File: src/core/adcrc_pkg.sv
package adcrc_pkg;
    localparam int CLK_NS          = 20;
    localparam int CONV_NS         = 4000;
    localparam int CONV_CYC        = (CONV_NS + CLK_NS - 1) / CLK_NS;
    localparam int HOST_STROBE_CYC = 2;
    localparam int NCH             = 8;
    localparam int WBITS           = 16;
    localparam logic [2:0] RATIO_WIDE = 3'h7;
    // host register word addresses
    localparam logic [3:0] REG_CTRL = 4'h0;
    localparam logic [3:0] REG_CFG  = 4'h1;
    localparam logic [3:0] REG_STAT = 4'h2;
    localparam logic [3:0] REG_DATA = 4'h8;
    // control bits
    localparam int CTRL_SA = 0;
    localparam int CTRL_SB = 1;
    localparam int CTRL_RD = 2;
    // configuration bits
    localparam int CFG_IFS = 0;
    localparam int CFG_BYS = 1;
    localparam int CFG_ORD = 2;
    localparam int CFG_RATIO = 3;
    localparam int CFG_SBY = 6;
    localparam int CFG_RNG = 7;
    localparam int CFG_SPL = 8;
    localparam logic [8:0] CFG_RST = 9'h0c0;
    // status bits
    localparam int STAT_BUSY  = 0;
    localparam int STAT_FRAME = 1;
    localparam int STAT_FERR  = 2;
    localparam int STAT_FLAG  = 3;
    localparam int STAT_PULSE = 4;

    typedef enum logic [1:0] {ADCRC_PAR, ADCRC_BYTE, ADCRC_SER} adcrc_mode_t;

    // the unused combination falls back to parallel
    function automatic adcrc_mode_t adcrc_mode_f(input logic ifs, input logic bys);
        if (!ifs)
            return ADCRC_PAR;
        return bys ? ADCRC_BYTE : ADCRC_SER;
    endfunction

    function automatic logic [2:0] adcrc_ratio_shift_f(input logic [2:0] code);
        return (code == RATIO_WIDE) ? 3'h0 : code;
    endfunction
endpackage

File: src/core/adcrc_if.sv
`timescale 1ns/1ns
interface adcrc_if;
    logic        cs_n;
    logic        rd_sclk;
    logic        convert_start_group_a;
    logic        convert_start_group_b;
    logic        interface_select;
    logic        byte_mode_select;
    logic        byte_order_select;
    logic [2:0]  oversampling_ratio_select;
    logic        standby_n;
    logic        range_select;
    logic        busy;
    logic        first_channel_flag;
    logic [15:0] parallel_output_bus;
    logic        bus_oe_n;
    logic        dout_a;
    logic        dout_b;
    logic        dout_oe_n;

    modport dev (
        input  cs_n, rd_sclk, convert_start_group_a, convert_start_group_b,
        input  interface_select, byte_mode_select, byte_order_select,
        input  oversampling_ratio_select, standby_n, range_select,
        output busy, first_channel_flag, parallel_output_bus, bus_oe_n,
        output dout_a, dout_b, dout_oe_n
    );
    modport host (
        output cs_n, rd_sclk, convert_start_group_a, convert_start_group_b,
        output interface_select, byte_mode_select, byte_order_select,
        output oversampling_ratio_select, standby_n, range_select,
        input  busy, first_channel_flag, parallel_output_bus, bus_oe_n,
        input  dout_a, dout_b, dout_oe_n
    );
endinterface // adcrc_if

File: src/core/adcrc_device.sv
`timescale 1ns/1ns
module adcrc_device #(
    parameter int CONV_CYCLES = adcrc_pkg::CONV_CYC
) (
    // clock and reset
    input  wire logic                                           clk_in,
    input  wire logic                                           nrst_in,
    // link to the host
    adcrc_if.dev                                                link,
    // analog side, one two's complement word per channel
    input  wire logic [adcrc_pkg::NCH-1:0][adcrc_pkg::WBITS-1:0] sample_in,
    // power and filter state
    output logic                                                standby_out,
    output logic                                                shutdown_out,
    output logic                                                wide_bw_out,
    output logic [2:0]                                          ratio_log2_out
);
    import adcrc_pkg::*;

    typedef enum logic {CV_IDLE, CV_RUN} adcrc_cv_t;

    if (CONV_CYCLES < 1 || CONV_CYCLES > 65535) begin : g_chk
        $error("CONV_CYCLES out of range");
    end

    localparam int AW = WBITS + 6;

    logic        cs_q;
    logic        rd_q;
    logic        sa_q;
    logic        sb_q;
    logic        cs_fall;
    logic        strobe_fall;
    logic        sclk_rise;
    logic        a_rise;
    logic        b_rise;
    logic        pd;
    logic        step_end;
    logic        last_step;
    adcrc_mode_t mode;
    adcrc_cv_t   cv_q;
    logic [1:0]  grp_q;
    logic [2:0]  ratio_code_q;
    logic [2:0]  sh_q;
    logic [6:0]  step_q;
    logic [15:0] tmr_q;
    logic signed [AW-1:0] acc_q [NCH];
    logic signed [AW-1:0] sum   [NCH];
    logic [WBITS-1:0] hold_q [NCH];
    logic [WBITS-1:0] res_q  [NCH];
    logic [3:0]  idx_q;
    logic [3:0]  eff;
    logic [2:0]  rch;
    logic        take_msb;
    logic [WBITS-1:0] word;
    logic [6:0]  bit_q;
    logic [6:0]  sbit;
    logic [15:0] bus_q;
    logic        flag_q;
    logic        bus_oe_n_q;
    logic        dout_a_q;
    logic        dout_b_q;
    logic        dout_oe_n_q;

    // pins are synchronous, one stage of history is enough for edges
    always_ff @(posedge clk_in) begin
        if (!nrst_in) begin
            cs_q <= 1'b1;
            rd_q <= 1'b1;
            sa_q <= 1'b0;
            sb_q <= 1'b0;
        end else begin
            cs_q <= link.cs_n;
            rd_q <= link.rd_sclk;
            sa_q <= link.convert_start_group_a;
            sb_q <= link.convert_start_group_b;
        end
    end

    assign mode        = adcrc_mode_f(link.interface_select, link.byte_mode_select);
    assign cs_fall     = cs_q & ~link.cs_n;
    // combined strobe so tied select and read also count as a read edge
    assign strobe_fall = (mode != ADCRC_SER) & (cs_q | rd_q)
                         & ~(link.cs_n | link.rd_sclk);
    assign sclk_rise   = (mode == ADCRC_SER) & ~link.cs_n & ~rd_q & link.rd_sclk;
    assign a_rise      = ~sa_q & link.convert_start_group_a & ~pd;
    assign b_rise      = ~sb_q & link.convert_start_group_b & ~pd;
    assign pd          = ~link.standby_n;

    // power-down state
    always_ff @(posedge clk_in) begin
        if (!nrst_in) begin
            standby_out  <= 1'b0;
            shutdown_out <= 1'b0;
        end else begin
            standby_out  <= pd & link.range_select;
            shutdown_out <= pd & ~link.range_select;
        end
    end

    assign step_end  = (cv_q == CV_RUN) & (tmr_q == 16'h0000);
    assign last_step = step_end & (step_q == 7'((1 << sh_q) - 1));

    // conversion sequencer; either power-down abandons a conversion
    always_ff @(posedge clk_in) begin
        if (!nrst_in || pd) begin
            cv_q   <= CV_IDLE;
            grp_q  <= 2'h0;
            sh_q   <= 3'h0;
            step_q <= 7'h00;
            tmr_q  <= 16'h0000;
        end else begin
            unique case (cv_q)
                CV_IDLE: begin
                    if (a_rise | b_rise) begin
                        cv_q   <= CV_RUN;
                        grp_q  <= {b_rise, a_rise};
                        // only a joint start may average
                        sh_q   <= (a_rise & b_rise) ? adcrc_ratio_shift_f(ratio_code_q)
                                                    : 3'h0;
                        step_q <= 7'h00;
                        tmr_q  <= 16'(CONV_CYCLES - 1);
                    end
                end
                CV_RUN: begin
                    grp_q <= grp_q | {b_rise, a_rise};
                    if (last_step) begin
                        cv_q <= CV_IDLE;
                    end else if (step_end) begin
                        step_q <= step_q + 7'h01;
                        tmr_q  <= 16'(CONV_CYCLES - 1);
                    end else begin
                        tmr_q <= tmr_q - 16'h0001;
                    end
                end
            endcase
        end
    end

    // ratio pins take effect for the conversion after busy falls
    always_ff @(posedge clk_in) begin
        if (!nrst_in) begin
            ratio_code_q   <= 3'h0;
            wide_bw_out    <= 1'b0;
            ratio_log2_out <= 3'h0;
        end else if (last_step) begin
            ratio_code_q   <= link.oversampling_ratio_select;
            wide_bw_out    <= link.oversampling_ratio_select == RATIO_WIDE;
            ratio_log2_out <= adcrc_ratio_shift_f(link.oversampling_ratio_select);
        end
    end

    // track-and-hold per group at its own start edge
    always_ff @(posedge clk_in) begin
        for (int c = 0; c < NCH; c++) begin
            if ((c < NCH / 2) ? a_rise : b_rise)
                hold_q[c] <= sample_in[c];
        end
    end

    // first step converts the held value, later steps resample
    always_comb begin
        for (int c = 0; c < NCH; c++)
            sum[c] = acc_q[c] + AW'(signed'((step_q == 7'h00) ? hold_q[c] : sample_in[c]));
    end

    always_ff @(posedge clk_in) begin
        if (!nrst_in) begin
            for (int c = 0; c < NCH; c++) begin
                acc_q[c] <= '0;
                res_q[c] <= '0;
            end
        end else begin
            for (int c = 0; c < NCH; c++) begin
                if (last_step) begin
                    acc_q[c] <= '0;
                    if (grp_q[c / (NCH / 2)])
                        res_q[c] <= WBITS'(sum[c] >>> sh_q);
                end else if (step_end) begin
                    acc_q[c] <= sum[c];
                end else if (cv_q == CV_IDLE) begin
                    acc_q[c] <= '0;
                end
            end
        end
    end

    // parallel and byte readout
    assign eff      = cs_fall ? 4'h0 : idx_q;
    assign rch      = (mode == ADCRC_BYTE) ? eff[3:1] : eff[2:0];
    assign word     = res_q[rch];
    assign take_msb = (eff[0] == 1'b0) == link.byte_order_select;

    always_ff @(posedge clk_in) begin
        if (!nrst_in)
            idx_q <= 4'h0;
        else if (strobe_fall && mode == ADCRC_BYTE)
            idx_q <= eff + 4'h1;
        else if (strobe_fall)
            idx_q <= {1'b0, eff[2:0] + 3'h1};
        else if (cs_fall)
            idx_q <= 4'h0;
    end

    // serial readout: channel 1 first on one line, channel 5 on the other
    assign sbit = cs_fall ? 7'h00 : bit_q + 7'h01;

    always_ff @(posedge clk_in) begin
        if (!nrst_in)
            bit_q <= 7'h00;
        else if (cs_fall || sclk_rise)
            bit_q <= sbit;
    end

    always_ff @(posedge clk_in) begin
        if (!nrst_in) begin
            bus_q    <= 16'h0000;
            flag_q   <= 1'b0;
            dout_a_q <= 1'b0;
            dout_b_q <= 1'b0;
        end else if (strobe_fall) begin
            bus_q  <= (mode == ADCRC_BYTE)
                      ? {8'h00, take_msb ? word[15:8] : word[7:0]}
                      : word;
            flag_q <= rch == 3'h0;
        end else if (mode == ADCRC_SER && (cs_fall || sclk_rise)) begin
            dout_a_q <= res_q[sbit[6:4]][~sbit[3:0]];
            dout_b_q <= res_q[sbit[6:4] ^ 3'h4][~sbit[3:0]];
            flag_q   <= sbit[6:4] == 3'h0;
        end
    end

    // enables follow the pins one clock later, aligned with the data
    always_ff @(posedge clk_in) begin
        if (!nrst_in) begin
            bus_oe_n_q  <= 1'b1;
            dout_oe_n_q <= 1'b1;
        end else begin
            bus_oe_n_q  <= ~((mode != ADCRC_SER) & ~link.cs_n & ~link.rd_sclk);
            dout_oe_n_q <= ~((mode == ADCRC_SER) & ~link.cs_n);
        end
    end

    assign link.busy                = cv_q == CV_RUN;
    assign link.first_channel_flag  = flag_q;
    assign link.parallel_output_bus = bus_q;
    assign link.bus_oe_n            = bus_oe_n_q;
    assign link.dout_a              = dout_a_q;
    assign link.dout_b              = dout_b_q;
    assign link.dout_oe_n           = dout_oe_n_q;
endmodule // adcrc_device

File: src/flat_wrapper.sv
// flat-port wrapper written by rule: the top's interface ports become plain ports
module adcrc_device_flat import adcrc_pkg::*;
#(
    parameter int CONV_CYCLES = adcrc_pkg::CONV_CYC
)
  (clk_in, nrst_in, sample_in, standby_out, shutdown_out, wide_bw_out, ratio_log2_out, link_cs_n, link_rd_sclk, link_convert_start_group_a, link_convert_start_group_b, link_interface_select, link_byte_mode_select, link_byte_order_select, link_oversampling_ratio_select, link_standby_n, link_range_select, link_busy, link_first_channel_flag, link_parallel_output_bus, link_bus_oe_n, link_dout_a, link_dout_b, link_dout_oe_n);
  adcrc_if link_i ();
  input  wire logic clk_in;
  input  wire logic nrst_in;
  input  wire logic [adcrc_pkg::NCH-1:0][adcrc_pkg::WBITS-1:0] sample_in;
  output logic standby_out;
  output logic shutdown_out;
  output logic wide_bw_out;
  output logic [2:0] ratio_log2_out;
  input wire logic [$bits(link_i.cs_n)-1:0] link_cs_n;
  input wire logic [$bits(link_i.rd_sclk)-1:0] link_rd_sclk;
  input wire logic [$bits(link_i.convert_start_group_a)-1:0] link_convert_start_group_a;
  input wire logic [$bits(link_i.convert_start_group_b)-1:0] link_convert_start_group_b;
  input wire logic [$bits(link_i.interface_select)-1:0] link_interface_select;
  input wire logic [$bits(link_i.byte_mode_select)-1:0] link_byte_mode_select;
  input wire logic [$bits(link_i.byte_order_select)-1:0] link_byte_order_select;
  input wire logic [$bits(link_i.oversampling_ratio_select)-1:0] link_oversampling_ratio_select;
  input wire logic [$bits(link_i.standby_n)-1:0] link_standby_n;
  input wire logic [$bits(link_i.range_select)-1:0] link_range_select;
  output wire logic [$bits(link_i.busy)-1:0] link_busy;
  output wire logic [$bits(link_i.first_channel_flag)-1:0] link_first_channel_flag;
  output wire logic [$bits(link_i.parallel_output_bus)-1:0] link_parallel_output_bus;
  output wire logic [$bits(link_i.bus_oe_n)-1:0] link_bus_oe_n;
  output wire logic [$bits(link_i.dout_a)-1:0] link_dout_a;
  output wire logic [$bits(link_i.dout_b)-1:0] link_dout_b;
  output wire logic [$bits(link_i.dout_oe_n)-1:0] link_dout_oe_n;
  assign link_i.cs_n = link_cs_n;
  assign link_i.rd_sclk = link_rd_sclk;
  assign link_i.convert_start_group_a = link_convert_start_group_a;
  assign link_i.convert_start_group_b = link_convert_start_group_b;
  assign link_i.interface_select = link_interface_select;
  assign link_i.byte_mode_select = link_byte_mode_select;
  assign link_i.byte_order_select = link_byte_order_select;
  assign link_i.oversampling_ratio_select = link_oversampling_ratio_select;
  assign link_i.standby_n = link_standby_n;
  assign link_i.range_select = link_range_select;
  assign link_busy = link_i.busy;
  assign link_first_channel_flag = link_i.first_channel_flag;
  assign link_parallel_output_bus = link_i.parallel_output_bus;
  assign link_bus_oe_n = link_i.bus_oe_n;
  assign link_dout_a = link_i.dout_a;
  assign link_dout_b = link_i.dout_b;
  assign link_dout_oe_n = link_i.dout_oe_n;
  adcrc_device #(.CONV_CYCLES(CONV_CYCLES)) u_core (.clk_in(clk_in), .nrst_in(nrst_in), .link(link_i), .sample_in(sample_in), .standby_out(standby_out), .shutdown_out(shutdown_out), .wide_bw_out(wide_bw_out), .ratio_log2_out(ratio_log2_out));
endmodule
File: config.mk
export PLATFORM = sky130hd
export DESIGN_NAME = adcrc_device_flat
export DESIGN_NICKNAME = d
export VERILOG_FILES = /design/src/core/adcrc_pkg.sv /design/src/core/adcrc_if.sv /design/src/core/adcrc_device.sv /design/src/flat_wrapper.sv
export SDC_FILE = /design/constraint.sdc
export NUM_CORES = 2
export LEC_CHECK = 0
export ABC_AREA = 1
export BUFFER_PORTS_ARGS = -buffer_cell sky130_fd_sc_hd__buf_4
export CAP_MARGIN = 10
export CORE_MARGIN = 2
export CORE_UTILIZATION = 40
export CTS_BUF_LIST = sky130_fd_sc_hd__clkbuf_8 sky130_fd_sc_hd__clkbuf_16
export CTS_CLUSTER_SIZE = 14
export DETAILED_ROUTE_END_ITERATION = 7
export GPL_ROUTABILITY_DRIVEN = 0
export PLACE_DENSITY_LB_ADDON = 0.05
export RECOVER_POWER = 25
export SYNTH_ARGS = -nofsm -noshare
export SYNTH_HDL_FRONTEND = slang
export SYNTH_SLANG_ARGS = --single-unit
File: constraint.sdc
create_clock -name clk_in -period 19.5 [get_ports clk_in]
set_input_delay 3.9 -clock clk_in [delete_from_list [all_inputs] [get_ports clk_in]]
set_output_delay 3.9 -clock clk_in [all_outputs]
set_load 0.005 [all_outputs]
Yosys cells after proc, flatten, opt, wreduce, memory -nomap -nowiden
Memory sizes are Yosys's and may differ from the RTL's.
Cells that the tools add are included.
{"block": "totals", "output_inout_bits": 28, "mem_bits_rw": 432, "n_memories": 3, "regBits": 74}
{"block": "classes", "bitwise": 68, "mux": 96, "eq_ne": 10, "n_reduce_logical": 14, "addsub": 14, "shifts": 9, "magnitude_cmp": 1}
{"memory": "u_core.acc_q", "words": 8, "width": 22, "read_ports": 8, "rd_clocked_by_memory_dff": 0, "write_ports": 8, "line": "adcrc_device.sv:47", "text": "logic signed [AW-1:0] acc_q [NCH];"}
{"memory": "u_core.hold_q", "words": 8, "width": 16, "read_ports": 8, "rd_clocked_by_memory_dff": 0, "write_ports": 8, "line": "adcrc_device.sv:49", "text": "logic [WBITS-1:0] hold_q [NCH];"}
{"memory": "u_core.res_q", "words": 8, "width": 16, "read_ports": 3, "rd_clocked_by_memory_dff": 0, "write_ports": 8, "line": "adcrc_device.sv:50", "text": "logic [WBITS-1:0] res_q [NCH];"}
{"operator": "2-to-1 mux 22 bit", "n": 24}
{"operator": "2-to-1 mux 16 bit", "n": 20}
{"operator": "adder 22 x 16 -> 22 bit", "n": 8}
{"operator": ">>> shifter 22 x 3 -> 16 bit", "n": 8}
{"operator": "bitwise OR 1 bit", "n": 35}
{"operator": "case mux 16 bit (2 select lines)", "n": 1}
{"operator": "2-to-1 mux 1 bit", "n": 31}
{"operator": "2-to-1 mux 7 bit", "n": 4}
{"operator": "bitwise AND 1 bit", "n": 17}
{"operator": "logical NOT 16 bit", "n": 1}
{"operator": "subtractor 16 x 1 -> 16 bit (second input constant)", "n": 1}
{"operator": "adder 7 x 1 -> 7 bit (second input constant)", "n": 2}
{"operator": "NOT 1 bit", "n": 14}
{"operator": "case mux 7 bit (2 select lines)", "n": 1}
{"operator": "2-to-1 mux 3 bit", "n": 4}
{"operator": "2-to-1 mux 4 bit", "n": 3}
{"operator": "binary-select mux 1 bit (select 4 bit)", "n": 2}
{"operator": "2-to-1 mux 8 bit", "n": 1}
{"operator": "equality test 7 bit", "n": 1}
{"operator": "logical NOT 7 bit", "n": 1}
{"operator": "left shift 1 x 3 -> 7 bit (first input constant)", "n": 1}
{"operator": "subtractor 7 x 2 -> 7 bit (second input constant)", "n": 1}
{"operator": "equality test 3 bit (second input constant)", "n": 2}
{"operator": "logical NOT 3 bit", "n": 2}
{"operator": "other kinds (19)", "n": 27}

Longest topological paths before layout
{"block": "logic_depth", "depth_word": 10, "depth_mapped": 27, "ltp_nobuf": 24}

Least setup slack after synthesis
No wires, ideal clock.
{"block": "synth_timing", "kind": "input to register", "startpoint": "in nrst_in", "endpoint": "mem u_core.acc_q[0][0] (netlist name), enable pin", "stages": 3, "required_time_ns": 18.215, "arrival_time_ns": 6.960, "path_slack_ns": 11.255, "n_path_buf": 2, "setup_time_ns": 1.285, "cell_sequence": "clkbuf_1 -> clkbuf_1 -> nand2_1"}
{"element": "from (decl)", "line": "flat_wrapper.sv:9", "text": "input wire logic nrst_in;"}
{"element": "to (decl)", "line": "adcrc_device.sv:47"}

==> flow_summary_export.csv <==
group,metric,value,unit
critical_path,required,19980,ps
yosys,seq_area_frac_synth,38.6,%
yosys,synth_edf_count,432,
grt,grt_pass1_vias,33400,
yosys,ys_seq_elements,506,
grt,grt_max_degree,95,
sta,drv_slew,260,
clock_network,post_cts_buffers,0,
yosys,synth_cell_types,51,
critical_path,crit_chain,"clkbuf_1 -> nand3_1 -> buf_4 -> a21oi_1",
critical_path,crit_path_start,"nrst_in",
critical_path,start_kind,"input pin",
yosys,synth_top_area_cell,"edfxtp_1",
clock_network,path_clk_slew,60,ps
sta,setup_viol,0,
sta,slew_headroom,-139,%
cells_and_area,fill_cells,9633,
routing,dr.pass1.iters,8,
worst_hold_path,worstHoldStart,"u_core.grp_q[0]$_SDFFE_PP0P_",
clock_network,clock-sinks,506,
floorplanning,initial_utilization,40.3,%
grt,overflow,0,
place,place_area,0.0399,mm2
yosys,yosys-top-cells-area,"edfxtp_1, nand2_1, nand3_1, ha_1, nor2_1",
place,port_buffers,169,
sta,hold_viol_final,0,
routing,vias_per_cell,5.44,
critical_path,cpPeakStageDelay,2270,ps
clock_network,post_cts_resize_count,0,
floorplanning,die_area,0.0961,mm2
cells_and_area,mostFrequentLayoutCell,"nand2_1",
critical_path,critPathBufInv,2,
critical_path,critPathTopFamily,"buffers and inverters",
routing,top_layer,"met4",
cells_and_area,fin_area,0.0419,mm2
outcome,status,"finished with violations",
sta,rsz0062_at_grt,"no",
routing,wire_per_inst,19.4,um
routing,vias,34700,
floorplanning,die_w,310,um
clock_network,cts_hold_buf,0,
grt,grt_pass1_wl,193000,um
yosys,synthesis.area,0.0375,mm2
routing,ant_nets,0,
yosys,syn-num-nets,5338,
cells_and_area,final_cell_mix,"nand2_1, nand3_1, nor2_1, inv_1, edfxtp_1",
flow_run,max-cap-violations,6,
clock_network,clockBufferDepth,3,
yosys,netlist_instances,4997,
pwr,leakagePower,19.1,nW
pwr,power_density,75.4,mW/mm2
grt,grtUsageTotal,25.6,%
outcome,violations,"DRC, capacitance limit, slew limit",
clock_network,tritoncts,"built",
routing,drt_iter0_drc,2798,
cells_and_area,area_delta_synth_final,11.9,%
clock_network,root_buffer,"clkbuf_16",
yosys,ys_async_sr_fraction,0,%
worst_hold_path,holdCritPathClass,"reg2reg",
critical_path,crit_type,"in2reg",
cells_and_area,nets,5410,
routing,drcViolationCount,2,
sta,tns,0,ps
routing,drt-total-wl,124000,um
sta,worst_pin_slew,3590,ps
yosys,syn_area_per_cell,7.50,um2
cells_and_area,drive_above_1_share,8.00,%
critical_path,end_kind,"flip-flop",
clock_network,clock_latency,660,ps
yosys,synth_top_area_share,34.6,%
floorplanning,coreArea,0.0930,mm2
sta,min_period,8800,ps
routing,drt-met1-wl,56800,um
critical_path,crit_slowest_cell,"nand3_1",
critical_path,path_max_fanout,68,
critical_path,r2r-start,"u_core.sh_q[0]$_SDFFE_PP0P_",
pwr,ir_worst_vdd,0.0613,mV
grt,antenna_found_initial,1,
clock_network,cts_buffers,69,
routing,route.met2.wl,56200,um
place,place_hpwl,91700,um
floorplanning,ios,170,
floorplanning,die_y,310,um
sta,timing.final.crit_share,45.1,%
yosys,synthFlopType,"edfxtp_1",
sta,fmax,114,MHz
clock_network,h-tree-depth,3,
yosys,ys_warn_count,0,
floorplanning,rows,112,
critical_path,arrival,9280,ps
sta,clock_skew,34.4,ps
routing,wl_met3,6150,um
==> synthesized netlist by cell type, types with 2 or more instances <==
library cell and n:
a21oi_1 347, inv_2 8, nor3b_1 2, edfxtp_1 432
o21ai_0 346, clkinv_1 2, o221ai_1 9, nor3_1 55
clkbuf_1 139, buf_1 39, and2_1 6, nor4_1 3
o21bai_1 31, nor3_2 2, buf_2 25, mux2_2 119
o2111ai_1 5, buf_6 3, or2_2 10, a211oi_1 7
ha_1 191, dfxtp_1 74, o21a_1 8, mux2i_1 11
a21boi_0 15, inv_1 466, xnor2_1 48, and3_1 3
xor2_1 59, a31oi_1 33, o211a_1 3, nand2_1 1156
a22oi_1 8, nand3_1 642, nand3b_1 11, nor2_1 497
o211ai_1 31, a21o_1 17, o31ai_1 2, nand4_1 113
fa_1 8, nand2_2 2
==> tightest hold or removal path: cells and delay by family (launching register included) <==
| family | cells | cell delay (ps) |
|---|---|---|
| DFF | 1 | 320 |
| AOI/OAI and AO/OA | 1 | 60 |
| and+or+nand+nor | 1 | 50 |
==> sequential cells by signal, summed over array words and instances (netlist names), 2 cells and up <==
register                         flops
u_core.acc_q                       176
u_core.hold_q                      128
u_core.res_q                       128
u_core.link.parallel_output_bus     16
u_core.tmr_q                        16
u_core.bit_q                         7
u_core.step_q                        7
u_core.idx_q                         4
u_core.ratio_code_q                  3
u_core.ratio_log2_out                3
u_core.sh_q                          3
u_core.grp_q                         2
==> layer usage <==
metal / track usage, % / vias to the layer above
li1: - / 17300
met1: 35.0 / 16200
met2: 41.8 / 977
met3: 3.09 / 189
met4: 9.22 / 0
met5: 0 / -
==> report_power, final <==
part           leakage, nW  switching (W)  internal (W)
clock                 1.17       0.000517      0.000777
combinational         12.7       0.000417      0.000195
sequential            5.24      0.0000315       0.00123
total                 19.1       0.000965       0.00220
==> area by class of cell <==
class                      count  area (um2)  share of cell area (%)
multi-input combinational   3808       20400                    48.7
sequential                   506       14500                    34.5
clock buffer                  74        1850                    4.41
inverter                     476        1790                    4.28
tap                         1254        1570                    3.74
timing repair buffer         208        1370                    3.28
clock inverter                51         443                    1.06
antenna                        1        2.50                 0.00597
==> cells by family after synthesis <==
kind of cell    count (synthesis)  share of synthesized area, %
fa+ha+maj                     199                          6.81
flops                         506                          38.6
xor+xnor                      107                          2.50
buf+inv                       683                          7.00
mux                           130                          3.87
compound gates                866                          12.7
simple gates                 2506                          28.6
==> final timing paths <==
check	endpoint	slack, ps	cells after the start
worst max-delay path	u_core.acc_q[0][86]$_SDFFCE_PP0P_	10700	4
worst min-delay path	u_core.grp_q[0]$_SDFFE_PP0P_	460	2
worst max register to register	u_core.acc_q[0][86]$_SDFFCE_PP0P_	13280	15
worst min register to register	u_core.grp_q[0]$_SDFFE_PP0P_	460	2
==> stage by stage <==
step,total power [W],instances,hold WS [ps],util (%),worst slack [ps]
after global routing,0.00332,6377,506,45.1,10160
after CTS,0.00320,6377,466,45.3,12670
after floorplan,0.00169,4997,428,-,11260
after detailed placement,0.00189,6252,452,42.8,11990
after global placement,0.00189,6252,444,42.8,12060
final,0.00316,6378,464,45.1,10700
Note: power is estimated with default switching activity, not from simulation.
